===== src/spi_err_pkg.sv =====
// Constants for the serial port fault, error and low-power logic.
// Assumes a 32-bit APB bus; each register sits in the low byte of one word.
package spi_err_pkg;

   // Register indices; the byte address is four times the index
   localparam logic [7:0] DATA_IDX = 8'h31;
   localparam logic [7:0] CTRL_IDX = 8'h32;
   localparam logic [7:0] CSR_IDX = 8'h33;
   localparam int ADDR_W = 12;

   function automatic logic [ADDR_W-1:0] reg_addr(input logic [7:0] idx);
      reg_addr = {2'b00, idx, 2'b00};
   endfunction : reg_addr

   // serial_port_control field positions
   localparam int CTRL_IE_BIT = 7;
   localparam int CTRL_PE_BIT = 6;
   localparam int CTRL_RATE2_BIT = 5;
   localparam int CTRL_MS_BIT = 4;
   localparam int CTRL_POL_BIT = 3;
   localparam int CTRL_PHA_BIT = 2;
   localparam int CTRL_RATE1_BIT = 1;
   localparam int CTRL_RATE0_BIT = 0;
   // Lower nibble is undefined after reset; it is forced to zero here
   localparam logic [7:0] CTRL_RST = 8'h00;

   // serial_port_ctrl_status field positions
   localparam int CSR_DONE_BIT = 7;
   localparam int CSR_WRITE_COLLISION_FLAG_BIT = 6;
   localparam int CSR_OVR_BIT = 5;
   localparam int CSR_MODE_FAULT_FLAG_BIT = 4;
   localparam int CSR_SOD_BIT = 2;
   localparam int CSR_SSM_BIT = 1;
   localparam int CSR_SSI_BIT = 0;
   localparam logic [7:0] CSR_RST = 8'h00;
   localparam logic [7:0] DATA_RST = 8'h00;

   // Master serial clock half period and byte framing
   localparam int CLK_PERIOD_PS = 5000;
   localparam int MASTER_HALF_PS = 20000;
   localparam logic [3:0] MASTER_HALF_CYC = 4'(MASTER_HALF_PS / CLK_PERIOD_PS);
   localparam logic [4:0] EDGES_PER_BYTE = 5'd16;

endpackage : spi_err_pkg


===== src/spi_fault_power.sv =====
// Serial port core with mode fault, overrun, write collision, interrupt and
// wait/halt handling, reached over APB.
// Assumes pclk at 200 MHz; pins arrive from another serial port unsynchronised.
//
// Summary of operation
// RQ1: In master mode a low internal select sets the mode fault flag.
// RQ2: Mode fault clears port enable, releasing every pin.
// RQ3: Mode fault clears master select, falling back to slave.
// RQ4: Mode fault clears by status read while set, then control write.
// RQ5: While faulted, software cannot set port enable or master select outside clearing.
// RQ6: Fault never sets in slave mode; a set flag persists there.
// RQ7: Far side holds select high while the fault is being cleared.
// RQ8: Byte completing while done flag still set raises the overrun flag.
// RQ9: On overrun the buffer keeps the first byte; later bytes discarded.
// RQ10: Reading the status register clears the overrun flag.
// RQ11: Data write during a transfer is ignored and sets write collision.
// RQ12: Write collision never raises an interrupt.
// RQ13: Done, fault and overrun share one request gated by enable and CPU mask.
// RQ14: Interrupt enable is control bit 7.
// RQ15: Wait mode leaves the port running; its events end wait.
// RQ16: Halt freezes registers; operation resumes after wake-up.
// RQ17: Slave done can wake from halt; fault cannot; extra bytes overrun.
// RQ18: Halt wake-up needs select low at halt entry.
// RQ19: After halt wake-up the master should run one extra transfer.
// RQ20: Single master selects one slave at a time.
// RQ21: Port enable is control bit 6, cleared by reset.
// RQ22: Control layout: enable, port enable, rate2, master, polarity, phase, rate1, rate0.
// RQ23: Software select mode takes internal select from the software level bit.
// RQ24: Done flag clears by status access then data read or write.
// RQ25: Write collision clears by status read then data read.
// RQ26: Fault detection uses the internal select level.
`timescale 1ns/1ps
module spi_fault_power
   import spi_err_pkg::*;
(
   // Clock and reset
   input wire logic pclk,
   input wire logic presetn,
   // APB slave
   input wire logic psel,
   input wire logic penable,
   input wire logic pwrite,
   input wire logic [ADDR_W-1:0] paddr,
   input wire logic [31:0] pwdata,
   output logic [31:0] prdata,
   output logic pready,
   output logic pslverr,
   // Serial pins
   input wire logic sck_in,
   output logic sck_out,
   output logic sck_oe,
   input wire logic mosi_in,
   output logic mosi_out,
   output logic mosi_oe,
   input wire logic miso_in,
   output logic miso_out,
   output logic miso_oe,
   input wire logic ss_n_in,
   // CPU and power management
   input wire logic cpu_irq_mask,
   input wire logic wait_mode,
   input wire logic halt_mode,
   output logic irq_req,
   output logic wait_exit,
   output logic halt_wake
);

   typedef struct packed {
      logic sck_s1;
      logic sck_s2;
      logic sck_prev;
      logic mosi_s1;
      logic mosi_s2;
      logic miso_s1;
      logic miso_s2;
      logic ss_s1;
      logic ss_s2;
      logic ss_prev;
      logic [7:0] ctrl;
      logic [2:0] csr_cfg;
      logic done;
      logic write_collision_flag;
      logic overrun_flag;
      logic mode_fault_flag;
      logic mode_fault_flag_armed;
      logic done_armed;
      logic write_collision_flag_armed;
      logic [7:0] rxbuf;
      logic [7:0] tx;
      logic [7:0] rx;
      logic [4:0] edges;
      logic mbusy;
      logic [3:0] div;
      logic sck_o;
      logic out_bit;
      logic halt_prev;
      logic halt_ok;
      logic wake;
      logic ready;
      logic slverr;
      logic [7:0] rdata;
      logic irq;
      logic wexit;
      logic sck_en;
      logic mosi_en;
      logic miso_en;
   } state_s;

   state_s q;
   state_s d;

   logic access;
   logic hit_data;
   logic hit_ctrl;
   logic hit_csr;
   logic ss_int_n;
   logic master;
   logic pe;
   logic clock_capture_phase;
   logic sck_edge;
   logic cap_edge;
   logic drv_edge;
   logic busy;
   logic in_bit;
   logic halted;
   logic done_ev;
   logic [4:0] edge_no;
   logic [7:0] wbyte;
   logic [7:0] byte_rx;
   logic [7:0] next_ctrl;

   always_comb begin
      d = q;
      wbyte = pwdata[7:0];
      // Default keeps the control value when no control write is decoded,
      // so the lock logic below never infers a latch
      next_ctrl = q.ctrl;
      access = psel && penable && q.ready;
      hit_data = 1'b0;
      hit_ctrl = 1'b0;
      hit_csr = 1'b0;
      if (paddr == reg_addr(DATA_IDX)) begin
         hit_data = 1'b1;
      end else if (paddr == reg_addr(CTRL_IDX)) begin
         hit_ctrl = 1'b1;
      end else if (paddr == reg_addr(CSR_IDX)) begin
         hit_csr = 1'b1;
      end
      master = q.ctrl[CTRL_MS_BIT];
      pe = q.ctrl[CTRL_PE_BIT];
      clock_capture_phase = q.ctrl[CTRL_PHA_BIT];
      halted = halt_mode;

      // Pin synchronisers
      d.sck_s1 = sck_in;
      d.sck_s2 = q.sck_s1;
      d.sck_prev = q.sck_s2;
      d.mosi_s1 = mosi_in;
      d.mosi_s2 = q.mosi_s1;
      d.miso_s1 = miso_in;
      d.miso_s2 = q.miso_s1;
      d.ss_s1 = ss_n_in;
      d.ss_s2 = q.ss_s1;

      // RQ23 software select
      ss_int_n = q.csr_cfg[CSR_SSM_BIT] ? q.csr_cfg[CSR_SSI_BIT] : q.ss_s2;
      d.ss_prev = ss_int_n;

      // RQ18 select level caught at halt entry
      d.halt_prev = halt_mode;
      if (halt_mode && !q.halt_prev) begin
         d.halt_ok = !ss_int_n && pe && !master;
      end
      if (!halt_mode) begin
         d.halt_ok = 1'b0;
         d.wake = 1'b0;
      end

      // Serial clock edges: generated in master mode, sampled in slave mode
      sck_edge = 1'b0;
      busy = master ? q.mbusy : (q.edges != 5'd0);
      if (master && pe && q.mbusy && !halted) begin
         if (q.div == MASTER_HALF_CYC - 4'd1) begin
            d.div = 4'd0;
            d.sck_o = !q.sck_o;
            sck_edge = 1'b1;
         end else begin
            d.div = q.div + 4'd1;
         end
      end else if (!master && pe && !ss_int_n && (!halted || q.halt_ok)) begin
         sck_edge = q.sck_s2 != q.sck_prev;
      end
      if (!master && ss_int_n) begin
         d.edges = 5'd0;
      end

      edge_no = q.edges + 5'd1;
      cap_edge = sck_edge && (edge_no[0] ^ clock_capture_phase);
      drv_edge = sck_edge && !(edge_no[0] ^ clock_capture_phase);
      in_bit = master ? q.miso_s2 : q.mosi_s2;
      done_ev = 1'b0;
      byte_rx = {q.rx[6:0], in_bit};
      if (sck_edge) begin
         d.edges = edge_no;
         if (cap_edge) begin
            d.rx = byte_rx;
         end
         if (drv_edge && edge_no != EDGES_PER_BYTE) begin
            d.out_bit = q.tx[7];
            d.tx = {q.tx[6:0], 1'b0};
         end
         if (edge_no == EDGES_PER_BYTE) begin
            done_ev = 1'b1;
            d.edges = 5'd0;
            d.mbusy = 1'b0;
            d.div = 4'd0;
            if (!cap_edge) begin
               byte_rx = q.rx;
            end
         end
      end

      // APB: one wait state, then a completing access phase
      d.ready = psel && penable && !q.ready;
      d.slverr = 1'b0;
      if (psel && penable && !q.ready) begin
         d.slverr = !(hit_data || hit_ctrl || hit_csr);
         if (hit_data) begin
            d.rdata = q.rxbuf;
         end else if (hit_ctrl) begin
            d.rdata = q.ctrl;
         end else if (hit_csr) begin
            d.rdata = {q.done, q.write_collision_flag, q.overrun_flag, q.mode_fault_flag, 1'b0, q.csr_cfg};
         end else begin
            d.rdata = 8'h00;
         end
      end

      // Register side effects; RQ16 frozen during halt
      if (access && !halted) begin
         if (hit_csr) begin
            // RQ24 done armed by any status access
            d.done_armed = q.done;
            if (!pwrite) begin
               // RQ4 fault clearing armed by status read
               d.mode_fault_flag_armed = q.mode_fault_flag;
               // RQ25 collision clearing armed
               d.write_collision_flag_armed = q.write_collision_flag;
               // RQ10 overrun cleared by status read
               d.overrun_flag = 1'b0;
            end else begin
               d.csr_cfg = {wbyte[CSR_SOD_BIT], wbyte[CSR_SSM_BIT], wbyte[CSR_SSI_BIT]};
            end
         end else if (hit_ctrl && pwrite) begin
            next_ctrl = wbyte;
            // RQ5 enable and master locked while faulted
            if (q.mode_fault_flag && !q.mode_fault_flag_armed) begin
               next_ctrl[CTRL_PE_BIT] = q.ctrl[CTRL_PE_BIT];
               next_ctrl[CTRL_MS_BIT] = q.ctrl[CTRL_MS_BIT];
            end
            // RQ22 RQ14 RQ21 control layout
            d.ctrl = next_ctrl;
            // RQ4 control write completes clearing
            if (q.mode_fault_flag_armed) begin
               d.mode_fault_flag = 1'b0;
               d.mode_fault_flag_armed = 1'b0;
            end
         end else if (hit_data) begin
            // RQ24 data access clears done
            if (q.done_armed) begin
               d.done = 1'b0;
               d.done_armed = 1'b0;
            end
            if (!pwrite && q.write_collision_flag_armed) begin
               // RQ25 data read clears collision
               d.write_collision_flag = 1'b0;
               d.write_collision_flag_armed = 1'b0;
            end
            if (pwrite) begin
               if (busy) begin
                  // RQ11 write ignored, collision flagged
                  d.write_collision_flag = 1'b1;
               end else if (!q.done || q.done_armed) begin
                  d.tx = wbyte;
                  d.edges = 5'd0;
                  if (!clock_capture_phase) begin
                     d.out_bit = wbyte[7];
                     d.tx = {wbyte[6:0], 1'b0};
                  end
                  if (master && pe) begin
                     d.mbusy = 1'b1;
                     d.div = 4'd0;
                  end
               end
            end
         end
      end

      // RQ8 RQ9 completed byte, set wins over clear
      if (done_ev) begin
         if (q.done) begin
            d.overrun_flag = 1'b1;
            // Set wins over a data access clearing done in the same cycle
            d.done = 1'b1;
         end else begin
            d.rxbuf = byte_rx;
            d.done = 1'b1;
            d.done_armed = 1'b0;
         end
         // RQ17 slave done wakes from halt
         if (halted && q.halt_ok) begin
            d.wake = 1'b1;
         end
      end

      // RQ1 RQ26 RQ6 fault only in master mode
      if (master && !ss_int_n && !halted) begin
         d.mode_fault_flag = 1'b1;
         d.mode_fault_flag_armed = 1'b0;
         // RQ2 port released
         d.ctrl[CTRL_PE_BIT] = 1'b0;
         // RQ3 back to slave
         d.ctrl[CTRL_MS_BIT] = 1'b0;
         d.mbusy = 1'b0;
         d.edges = 5'd0;
      end
      if (!d.ctrl[CTRL_MS_BIT] || !d.ctrl[CTRL_PE_BIT]) begin
         d.mbusy = 1'b0;
      end
      if (!d.mbusy) begin
         d.sck_o = d.ctrl[CTRL_POL_BIT];
      end

      // RQ13 RQ12 one request; collision excluded
      d.irq = q.ctrl[CTRL_IE_BIT] && (q.done || q.mode_fault_flag || q.overrun_flag) && !cpu_irq_mask;
      // RQ15 events end wait
      d.wexit = wait_mode && q.ctrl[CTRL_IE_BIT] && (q.done || q.mode_fault_flag || q.overrun_flag);

      // RQ2 pin drivers follow port enable
      d.sck_en = d.ctrl[CTRL_PE_BIT] && d.ctrl[CTRL_MS_BIT];
      d.mosi_en = d.sck_en && !d.csr_cfg[2];
      d.miso_en = d.ctrl[CTRL_PE_BIT] && !d.ctrl[CTRL_MS_BIT] && !ss_int_n && !d.csr_cfg[2];
   end

   always_ff @(posedge pclk or negedge presetn) begin
      if (!presetn) begin
         q <= '0;
         q.ctrl <= CTRL_RST;
         q.csr_cfg <= CSR_RST[2:0];
         q.rxbuf <= DATA_RST;
         q.sck_s1 <= 1'b0;
         q.ss_s1 <= 1'b1;
         q.ss_s2 <= 1'b1;
         q.ss_prev <= 1'b1;
      end else begin
         q <= d;
      end
   end

   assign prdata = {24'h000000, q.rdata};
   assign pready = q.ready;
   assign pslverr = q.slverr;
   assign sck_out = q.sck_o;
   assign sck_oe = q.sck_en;
   assign mosi_out = q.out_bit;
   assign mosi_oe = q.mosi_en;
   assign miso_out = q.out_bit;
   assign miso_oe = q.miso_en;
   assign irq_req = q.irq;
   assign wait_exit = q.wexit;
   assign halt_wake = q.wake;

endmodule : spi_fault_power


===== config.mk =====
export PLATFORM = sky130hd
export DESIGN_NAME = spi_fault_power
export DESIGN_NICKNAME = d
export VERILOG_FILES = /design/src/spi_err_pkg.sv /design/src/spi_fault_power.sv
export SDC_FILE = /design/constraint.sdc
export NUM_CORES = 1
export LEC_CHECK = 0
export BUFFER_PORTS_ARGS = -buffer_cell sky130_fd_sc_hd__buf_2
export CORE_MARGIN = 4
export CORE_UTILIZATION = 55
export DETAILED_ROUTE_END_ITERATION = 8
export PLACE_DENSITY = 0.82
export SLEW_MARGIN = 15
export SYNTH_ARGS = -nofsm -noshare
export SYNTH_HDL_FRONTEND = slang
export SYNTH_SLANG_ARGS = --single-unit

===== constraint.sdc =====
create_clock -name pclk -period 5.4 [get_ports pclk]
set_clock_uncertainty 0.1 [all_clocks]
set_input_delay 0.27 -clock pclk [delete_from_list [all_inputs] [get_ports pclk]]
set_output_delay 0.27 -clock pclk [all_outputs]
set_load 0.02 [all_outputs]

==> results.cfg, run 1 <==
[power]
p_sw_share_pct = 23.19
power_mw = 1.193
pwr-share-comb_pct = 5.8
power_frac_seq_pct = 51.5
p_sw_mw = 0.2767
p_per_area_nw_per_um2 = 264.9
internal-power_mw = 0.9165
clkPwrFrac_pct = 42.8
power.static_leakage_nw = 2.277
ir_drop_v = 0.0001617

[place]
place.gp.congestion = 0.8264
portBuffers = 50
numPlacedInstances = 490
placedInstanceArea_sq_um = 4215
dp_hpwl_microns = 5767

[final_layout]
stdcell_count = 512
nNetsFinal = 467
antenna-diode-count = 0
design_area_sq_um = 4504
final_cell_mix = dfrtp_1 (79), buf_2 (49), mux2_2 (33)
area_growth_pct = 10.94
fill_cells = 578
drive_gt1_share_pct = 27.12
final_common_cell = dfrtp_1

[die]
core_sq_um = 7214
initial_core_util_pct = 56.28
die_y_microns = 93.92
die-width_microns = 93.92
ios = 99
rows = 31
die_area_sq_um = 8821

[drt]
dr.pass1.iters = 4
drtIter0Drc = 161
wl_microns = 8458
wl_per_cell_microns = 16.52
ant_nets = 0
viasPerCell = 5.572
num_vias = 2853
drc_errors = 0

[status]
status = complete, but fails checks
violations = hold timing

[timing]
hold_ws_ps = -43.50
maxClockFrequency_ghz = 0.3625
tightest_slew_ps = 1004
rsz0062_at_grt = no
period_share_pct = 51.09
setup_violations = 0
period_minus_slack_ps = 2759
finalMaxSlewViolations = 0
fin_tns_setup_ps = 0
slew_headroom_pct = 33.09
hold_viol_final = 47

[critical_path]
critPathKind = input pin to register
path_max_fanout = 9
start_kind = input pin
worstPathArrival_ps = 2910
cp.required_ps = 5560
cp-end-kind = register

[clock_tree]
clockRootBuffer = clkbuf_8
clk_pin_slew_ps = 80
post-cts-setup-buffers = 0
clock-sinks = 81
cts_tree = built
cts.path.max_buffers = 2
cts_made_buffers = 9
htreeDepth = 3
clk-insertion-delay-late_ps = 370

[grt]
gr-total-overflow = 0
grt_max_degree = 82
grt_pass1_vias = 2785
grt_usage_pct = 20.59
antenna_found_initial = 0
grt_first_pass_wirelength_microns = 13790

[logic_synthesis]
synth-seq-cells = 81
synthCells = 366
syn_area_per_cell_sq_um = 11.09
synthTopCellsByArea = dfrtp_1 (49%), mux2_2 (9.2%), buf_4 (6.1%)
netlist_area_sq_um = 4060
ys.flop_type = dfrtp_1
ys_seq_area_share_pct = 49.98
synth_cell_types = 56
synth_top_cell_area_share_pct = 48.69
synth_top_cell_by_area = dfrtp_1
synth_edf_count = 0
synthArstFlopShare_pct = 100.0
yosysWarnings = 0

[worst_hold_path]
min_path_type = input pin to async pin

[flow_run]
cap_violations = 0
==> area by class of cell <==
| type | instances | area, sq um | area share (%) |
|---|---|---|---|
| Clock buffer | 12 | 155.1 | 3.444 |
| Inverter | 12 | 45.04 | 1.000 |
| Clock inverter | 4 | 73.82 | 1.639 |
| Tap cell | 99 | 123.9 | 2.750 |
| Timing Repair Buffer | 56 | 312.8 | 6.944 |
| Multi-Input combinational cell | 248 | 1764 | 39.17 |
| Sequential cell | 81 | 2029 | 45.06 |
==> routing by layer <==
layer  part of all wire [%]  up-vias  global-route usage (%)
li1                       -     1336                       -
met1                     43     1399                   25.76
met2                     49       99                   33.89
met3                    5.8       19                   4.968
met4                    2.1        0                   9.025
met5                      0        -                       0
==> power groups by stage <==
stage               Clock, mW  Sequential [mW]  Combinational (mW)
floorplan                   0            0.627              0.0443
global placement            0            0.626              0.0641
detailed placement          0            0.626              0.0652
CTS                     0.514            0.614              0.0689
global route            0.542            0.615              0.0765
finish                  0.510            0.614              0.0689
==> cells in the mapped netlist (3+ instances only) <==
cell and n:
nand4_1 3, nand2_1 26, clkbuf_1 11, and3_1 3, inv_1 12, a22oi_1 7
xor2_1 4, nor4_1 3, nor2b_1 10, o21ai_0 8, nor2_1 19, buf_2 3
mux2_1 3, o31ai_1 9, a211oi_1 8, mux2_2 33, buf_4 33, dfrtp_1 79
nand3_1 7, a21oi_1 20, ha_1 3, nand3b_1 3, nor3_1 5, mux2i_1 11
a31oi_1 3
==> cells by family (layout without fill, tap and decap cells) <==
logic type / count (synthesis) / count (layout) / synth area share [%]
AND/OR/NAND/NOR: 99 / 99 / 14.11
flip-flops: 81 / 81 / 49.98
AO/OA/AOI/OAI: 70 / 70 / 12.42
buffers and inverters: 60 / 84 / 8.690
multiplexers: 47 / 47 / 12.70
XOR/XNOR: 5 / 5 / 1.079
adder cells (fa/ha/maj): 3 / 3 / 0.9246
other: 1 / 24 / 0.09236
==> worst max-delay path, stage by stage <==
cell and delay (ps):
dlygate4sd3_1 520, buf_2 160, and4b_1 350, and2_1 250, nor2_2 120, nand3b_1 510
mux2_1 470, mux2_2 260
==> timing repair <==
item	in CTS	in global routing
hold endpoints to repair	6	0
hold buffers	6	0
gates resized for setup	0	0
==> flip-flops by register name, summed over array words and instances, names as in the netlist <==
register,flops
clock_capture_phase,1
d,5
halt_wake,1
irq_req,1
master,1
miso_oe,1
miso_out,1
mosi_oe,1
pe,1
prdata,8
pready,1
pslverr,1
q,55
sck_oe,1
sck_out,1
wait_exit,1
==> final timing paths <==
path,start,endpoint,slack [ps],cells past startpoint
max,halt_mode,miso_out,2640,8
min,presetn,pready,-40,1
max reg2reg,q[20],miso_out,2650,7
min reg2reg,d[75],q[75],250,0
max in group asynchronous,presetn,prdata[3],4590,1
min in group pclk,wait_mode,wait_exit,0,3
==> metrics by stage <==
stage,setup WS (ps),util (%),hold WS (ps)
floorplan,3036,-,-125.6
global placement,2583,58.43,232.1
detailed placement,2533,58.43,234.7
CTS,2641,62.43,0.03686
global route,2446,62.43,19.48
finish,2641,62.43,-43.50
Note: power is estimated with default switching activity, not from simulation.
==> inputs of run 2 (changes only) <==
CORE_UTILIZATION = 54   (was 55)
PLACE_DENSITY = 0.81   (was 0.82)
clock period = 2.9 ns   (was 5.4 ns; I/O delays follow)
==> results.cfg, run 2 (synthesis results as in run 1) <==
[grt]
grt_first_pass_wirelength_microns = 14000
gr-total-overflow = 0
grt_pass1_vias = 2904
grt_max_degree = 82
grt_usage_pct = 20.64
antenna_found_initial = 0

[final_layout]
nNetsFinal = 478
final_common_cell = dfrtp_1
largest_reg_flops = 55
fin_util_pct = 62.47
antenna-diode-count = 0
stdcell_count = 522
design_area_sq_um = 4556
regMostFlops = q
final_cell_mix = dfrtp_1 (79), buf_2 (49), mux2_2 (33)
area_growth_pct = 12.20
drive_gt1_share_pct = 26.48
fill_cells = 609

[critical_path]
path_cells = and4b_1 > nand2_1 > a21oi_2 > mux2_2 > mux2_2
path_max_fanout = 10
cp_slowest_cell = dfrtp_1
critPathKind = register to register
reg2reg_slack_ps = 390
cp.required_ps = 3040
regToRegStartpoint = master
reg2regPathDepth = 5
rr_endpoint = q[50]
worstPathArrival_ps = 2650
start_kind = register
slowest_delay_ps = 600
critical_path.most_common_cell = mux2_2
cp-end-kind = register

[timing]
tightest_slew_ps = 996.5
finalMaxSlewViolations = 0
fin_tns_setup_ps = 0
slew_headroom_pct = 33.57
setup_violations = 0
hold_ws_ps = 29.29
period_minus_slack_ps = 2511
maxClockFrequency_ghz = 0.3982
hold_viol_final = 0
period_share_pct = 86.59
rsz0062_at_grt = no

[worst_hold_path]
hold_path_depth = 3
min_from = pwdata[4]
min_to = sck_oe
min_path_type = input pin to register

[drt]
ant_nets = 0
viasPerCell = 5.515
wl_microns = 8304
drc_errors = 0
wl_per_cell_microns = 15.91
num_vias = 2879
drtIter0Drc = 130
dr.pass1.iters = 4

[clock_tree]
post_cts_resized = 0
clk-insertion-delay-late_ps = 350
clk_pin_slew_ps = 80
post-cts-setup-buffers = 0
clock-sinks = 81
cts.path.max_buffers = 2
cts_tree = built
cts_made_buffers = 9
clockRootBuffer = clkbuf_8
htreeDepth = 3

[flow_run]
cap_violations = 0

[die]
ios = 99
core_sq_um = 7292
die-width_microns = 94.71
die_y_microns = 94.71
rows = 31
die_area_sq_um = 8970
initial_core_util_pct = 55.68

[power]
power_frac_seq_pct = 55.5
p_per_area_nw_per_um2 = 452.5
p_sw_share_pct = 23.71
ir_drop_v = 0.0002898
power.static_leakage_nw = 2.294
internal-power_mw = 1.573
clkPwrFrac_pct = 37.9
p_sw_mw = 0.4887
pwr-share-comb_pct = 6.6

[place]
portBuffers = 50
dp_hpwl_microns = 5789
place.gp.congestion = 0.9066
placedInstanceArea_sq_um = 4238
numPlacedInstances = 493

[status]
status = finished clean
==> run 2: cell types whose count changed in the layout (fill, tap and decap cells not counted) <==
cell,change
buf_4,+3
bufinv_16,-1
clkbuf_1,+2
clkbuf_8,-2
clkinvlp_4,+1
dlygate4sd3_1,+8
inv_6,-1
==> run 2: final cells by class <==
class | instances | area [sq um] | share of cell area [%]
Tap cell | 99 | 123.9 | 2.719
Multi-Input combinational cell | 248 | 1764 | 38.73
Inverter | 12 | 45.04 | 0.9887
Timing Repair Buffer | 67 | 415.4 | 9.118
Clock inverter | 3 | 42.54 | 0.9338
Clock buffer | 12 | 135.1 | 2.966
Sequential cell | 81 | 2029 | 44.55
==> run 2: worst max-delay path by stage <==
stage,from,to,slack [ps]
after floorplan,master,miso_out,540
after global placement,master,q[53],480
after detailed placement,master,sck_out,440
after CTS,master,q[52],420
after global routing,q[20],q[47],270
final,master,q[50],390
==> run 2: metal layers <==
layer	up-vias	share of wire [%]	global-route usage, %
li1	1357	-	-
met1	1427	44	26.91
met2	82	49	33.41
met3	13	4.5	4.064
met4	0	2.2	9.135
met5	-	0	0
==> run 2: what timing repair did <==
action | 4_1_cts | 5_1_grt
setup endpoints to repair | 0 | 0
hold buffers | 14 | 0
hold endpoints to repair | 96 | 0
==> run 2: power groups by stage <==
| stage | Sequential [mW] | Clock (mW) | Combinational (mW) |
|---|---|---|---|
| after floorplan | 1.17 | 0 | 0.0825 |
| after global placement | 1.17 | 0 | 0.119 |
| after detailed placement | 1.17 | 0 | 0.122 |
| after CTS | 1.14 | 0.800 | 0.137 |
| after global routing | 1.14 | 0.849 | 0.153 |
| final | 1.14 | 0.782 | 0.136 |
==> run 2: per-stage QoR <==
stage	setup WS (ps)	total power [mW]
after floorplan	536.1	1.249
after global placement	481.9	1.284
after detailed placement	441.5	1.288
after CTS	420.6	2.080
after global routing	272.0	2.146
final	388.9	2.062
==> run 2: worst max-delay path: cells and delay by family (launching register included) <==
| family | cells | cell delay, ps |
|---|---|---|
| AND/OR/NAND/NOR | 2 | 520 |
| multiplexers | 2 | 680 |
| flip-flops | 1 | 600 |
| AO/OA/AOI/OAI | 1 | 490 |
==> inputs of run 3 (changes only) <==
CELL_PAD_IN_SITES_DETAIL_PLACEMENT = 2   (was not set)
CELL_PAD_IN_SITES_GLOBAL_PLACEMENT = 2   (was not set)
CORE_UTILIZATION = 34   (was 54)
PLACE_DENSITY = not set   (was 0.81)
PLACE_DENSITY_LB_ADDON = 0.1   (was not set)
==> results.cfg, run 3 (synthesis results as in run 1) <==
[timing]
hold_viol_final = 0
slew_headroom_pct = 49.57
period_minus_slack_ps = 2484
setup_violations = 0
rsz0062_at_grt = no
finalMaxSlewViolations = 0
maxClockFrequency_ghz = 0.4026
tightest_slew_ps = 756.4
fin_tns_setup_ps = 0
setup_ws_ps = 416.2
period_share_pct = 85.65

[grt]
gr-total-overflow = 0
grt_first_pass_wirelength_microns = 17180
antenna_found_initial = 0
grt_max_degree = 82
grt_usage_pct = 16.50
grt_pass1_vias = 3258

[final_layout]
antenna-diode-count = 0
register_area_sq_um = 2029
final_cell_mix = dfrtp_1 (79), buf_2 (49), mux2_2 (33)
regMostFlops = q
nNetsFinal = 481
multiInputGateArea_sq_um = 1764
area_growth_pct = 17.35
drive_gt1_share_pct = 27.87
largest_reg_flops = 55
fill_cells = 1214
final_common_cell = dfrtp_1

[critical_path]
start_kind = register
cp-end-kind = register
cp.required_ps = 3030
slowest_delay_ps = 470
worstPathArrival_ps = 2620
path_delay_family = simple AND/OR/NAND/NOR gates
crit_cells = 6
reg2regPathDepth = 6
critPathKind = register to register
path_buf_inv = 0
path_max_fanout = 8
path_cells = ha_1 > nor3b_1 > and2_1 > o211ai_2 > nor2_2 > mux2_2
cp_slowest_cell = nor2_2

[status]
status = finished clean

[clock_tree]
clock-sinks = 81
htreeDepth = 3
clockRootBuffer = clkbuf_16
post_cts_resized = 0
clk_pin_slew_ps = 60
cts_made_buffers = 9
cts.path.max_buffers = 2
clk-insertion-delay-late_ps = 350
cts_tree = built

[die]
rows = 39
ios = 99
core_sq_um = 11560
die_y_microns = 117.3
die-width_microns = 117.3
die_area_sq_um = 13750
initial_core_util_pct = 35.11

[drt]
wl_microns = 10390
drc_errors = 0
dr.pass1.iters = 4
num_vias = 2907
ant_nets = 0
viasPerCell = 5.100
drtIter0Drc = 98
wl_per_cell_microns = 18.23

[place]
dp_hpwl_microns = 7549
dp_slack_ps = 414.2
place.gp.congestion = 0.7491
portBuffers = 50

[flow_run]
cap_violations = 0

[worst_hold_path]
min_path_type = input pin to register
hold_path_depth = 3

[power]
p_per_area_nw_per_um2 = 515.8
ir_drop_v = 0.0004188
power.static_leakage_nw = 2.375
run 3: cell types whose count changed in the layout (fill, tap and decap cells not counted), sizes merged:
cell / before / now
buf: 53 / 57
dlygate4sd3: 14 / 13
clkinv: 1 / 2
run 3: path summary, 6_finish.rpt:
path                       startpoint   endpoint  slack, ps
max in group asynchronous     presetn      q[22]       1860
setup / recovery                q[20]      q[51]        420
hold / removal              pwdata[3]      q[41]         20
hold reg to reg                 d[75]      q[75]        250
setup reg to reg                q[20]      q[51]        420
min in group asynchronous     presetn  prdata[0]        310
run 3: power by group:
group / internal [mW] / switching, mW / total, mW
clock: 0.714 / 0.458 / 1.17
combinational: 0.0414 / 0.0997 / 0.141
sequential: 1.14 / 0.00459 / 1.15
run 3: through the flow:
step | power, mW | util (%) | hold WS [ps] | area (sq um) | std cells
2_1_floorplan | 1.249 | - | -250.6 | 4146 | 389
3_3_place_gp | 1.293 | 37.38 | 149.8 | 4323 | 541
3_5_place_dp | 1.296 | 37.38 | 153.8 | 4323 | 541
4_1_cts | 2.504 | 41.17 | 18.38 | 4761 | 570
5_1_grt | 2.566 | 41.20 | 53.03 | 4765 | 570
6_report | 2.458 | 41.20 | 24.74 | 4765 | 570
run 3: area by class of cell:
type / count / share of cell area, %
flip-flops and latches: 81 / 42.59
multi-input cells: 248 / 37.03
repair buffers: 70 / 9.217
clock buffers: 12 / 5.383
well taps: 143 / 3.755
clock inverters: 4 / 1.077
inverters: 12 / 0.9454
run 3: timing repair:
action | in CTS | in global routing
buffers inserted | 0 | 0
setup endpoints to repair | 0 | 0
hold buffers | 13 | 0
endpoints found under the hold margin | 94 | 0
run 3: per-layer routing:
| metal | up-vias | GRT usage (%) | wire length, microns |
|---|---|---|---|
| met5 | - | 0 | 0 |
| met4 | 0 | 5.505 | 164 |
| met3 | 12 | 4.679 | 423 |
| met2 | 66 | 26.70 | 4953 |
| met1 | 1476 | 21.30 | 4849 |
| li1 | 1353 | - | - |
run 3: worst min-delay path: cells and delay by family:
| family | cells | cell delay (ps) |
|---|---|---|
| AOI/OAI and AO/OA | 2 | 180 |
| buffers and inverters | 1 | 110 |
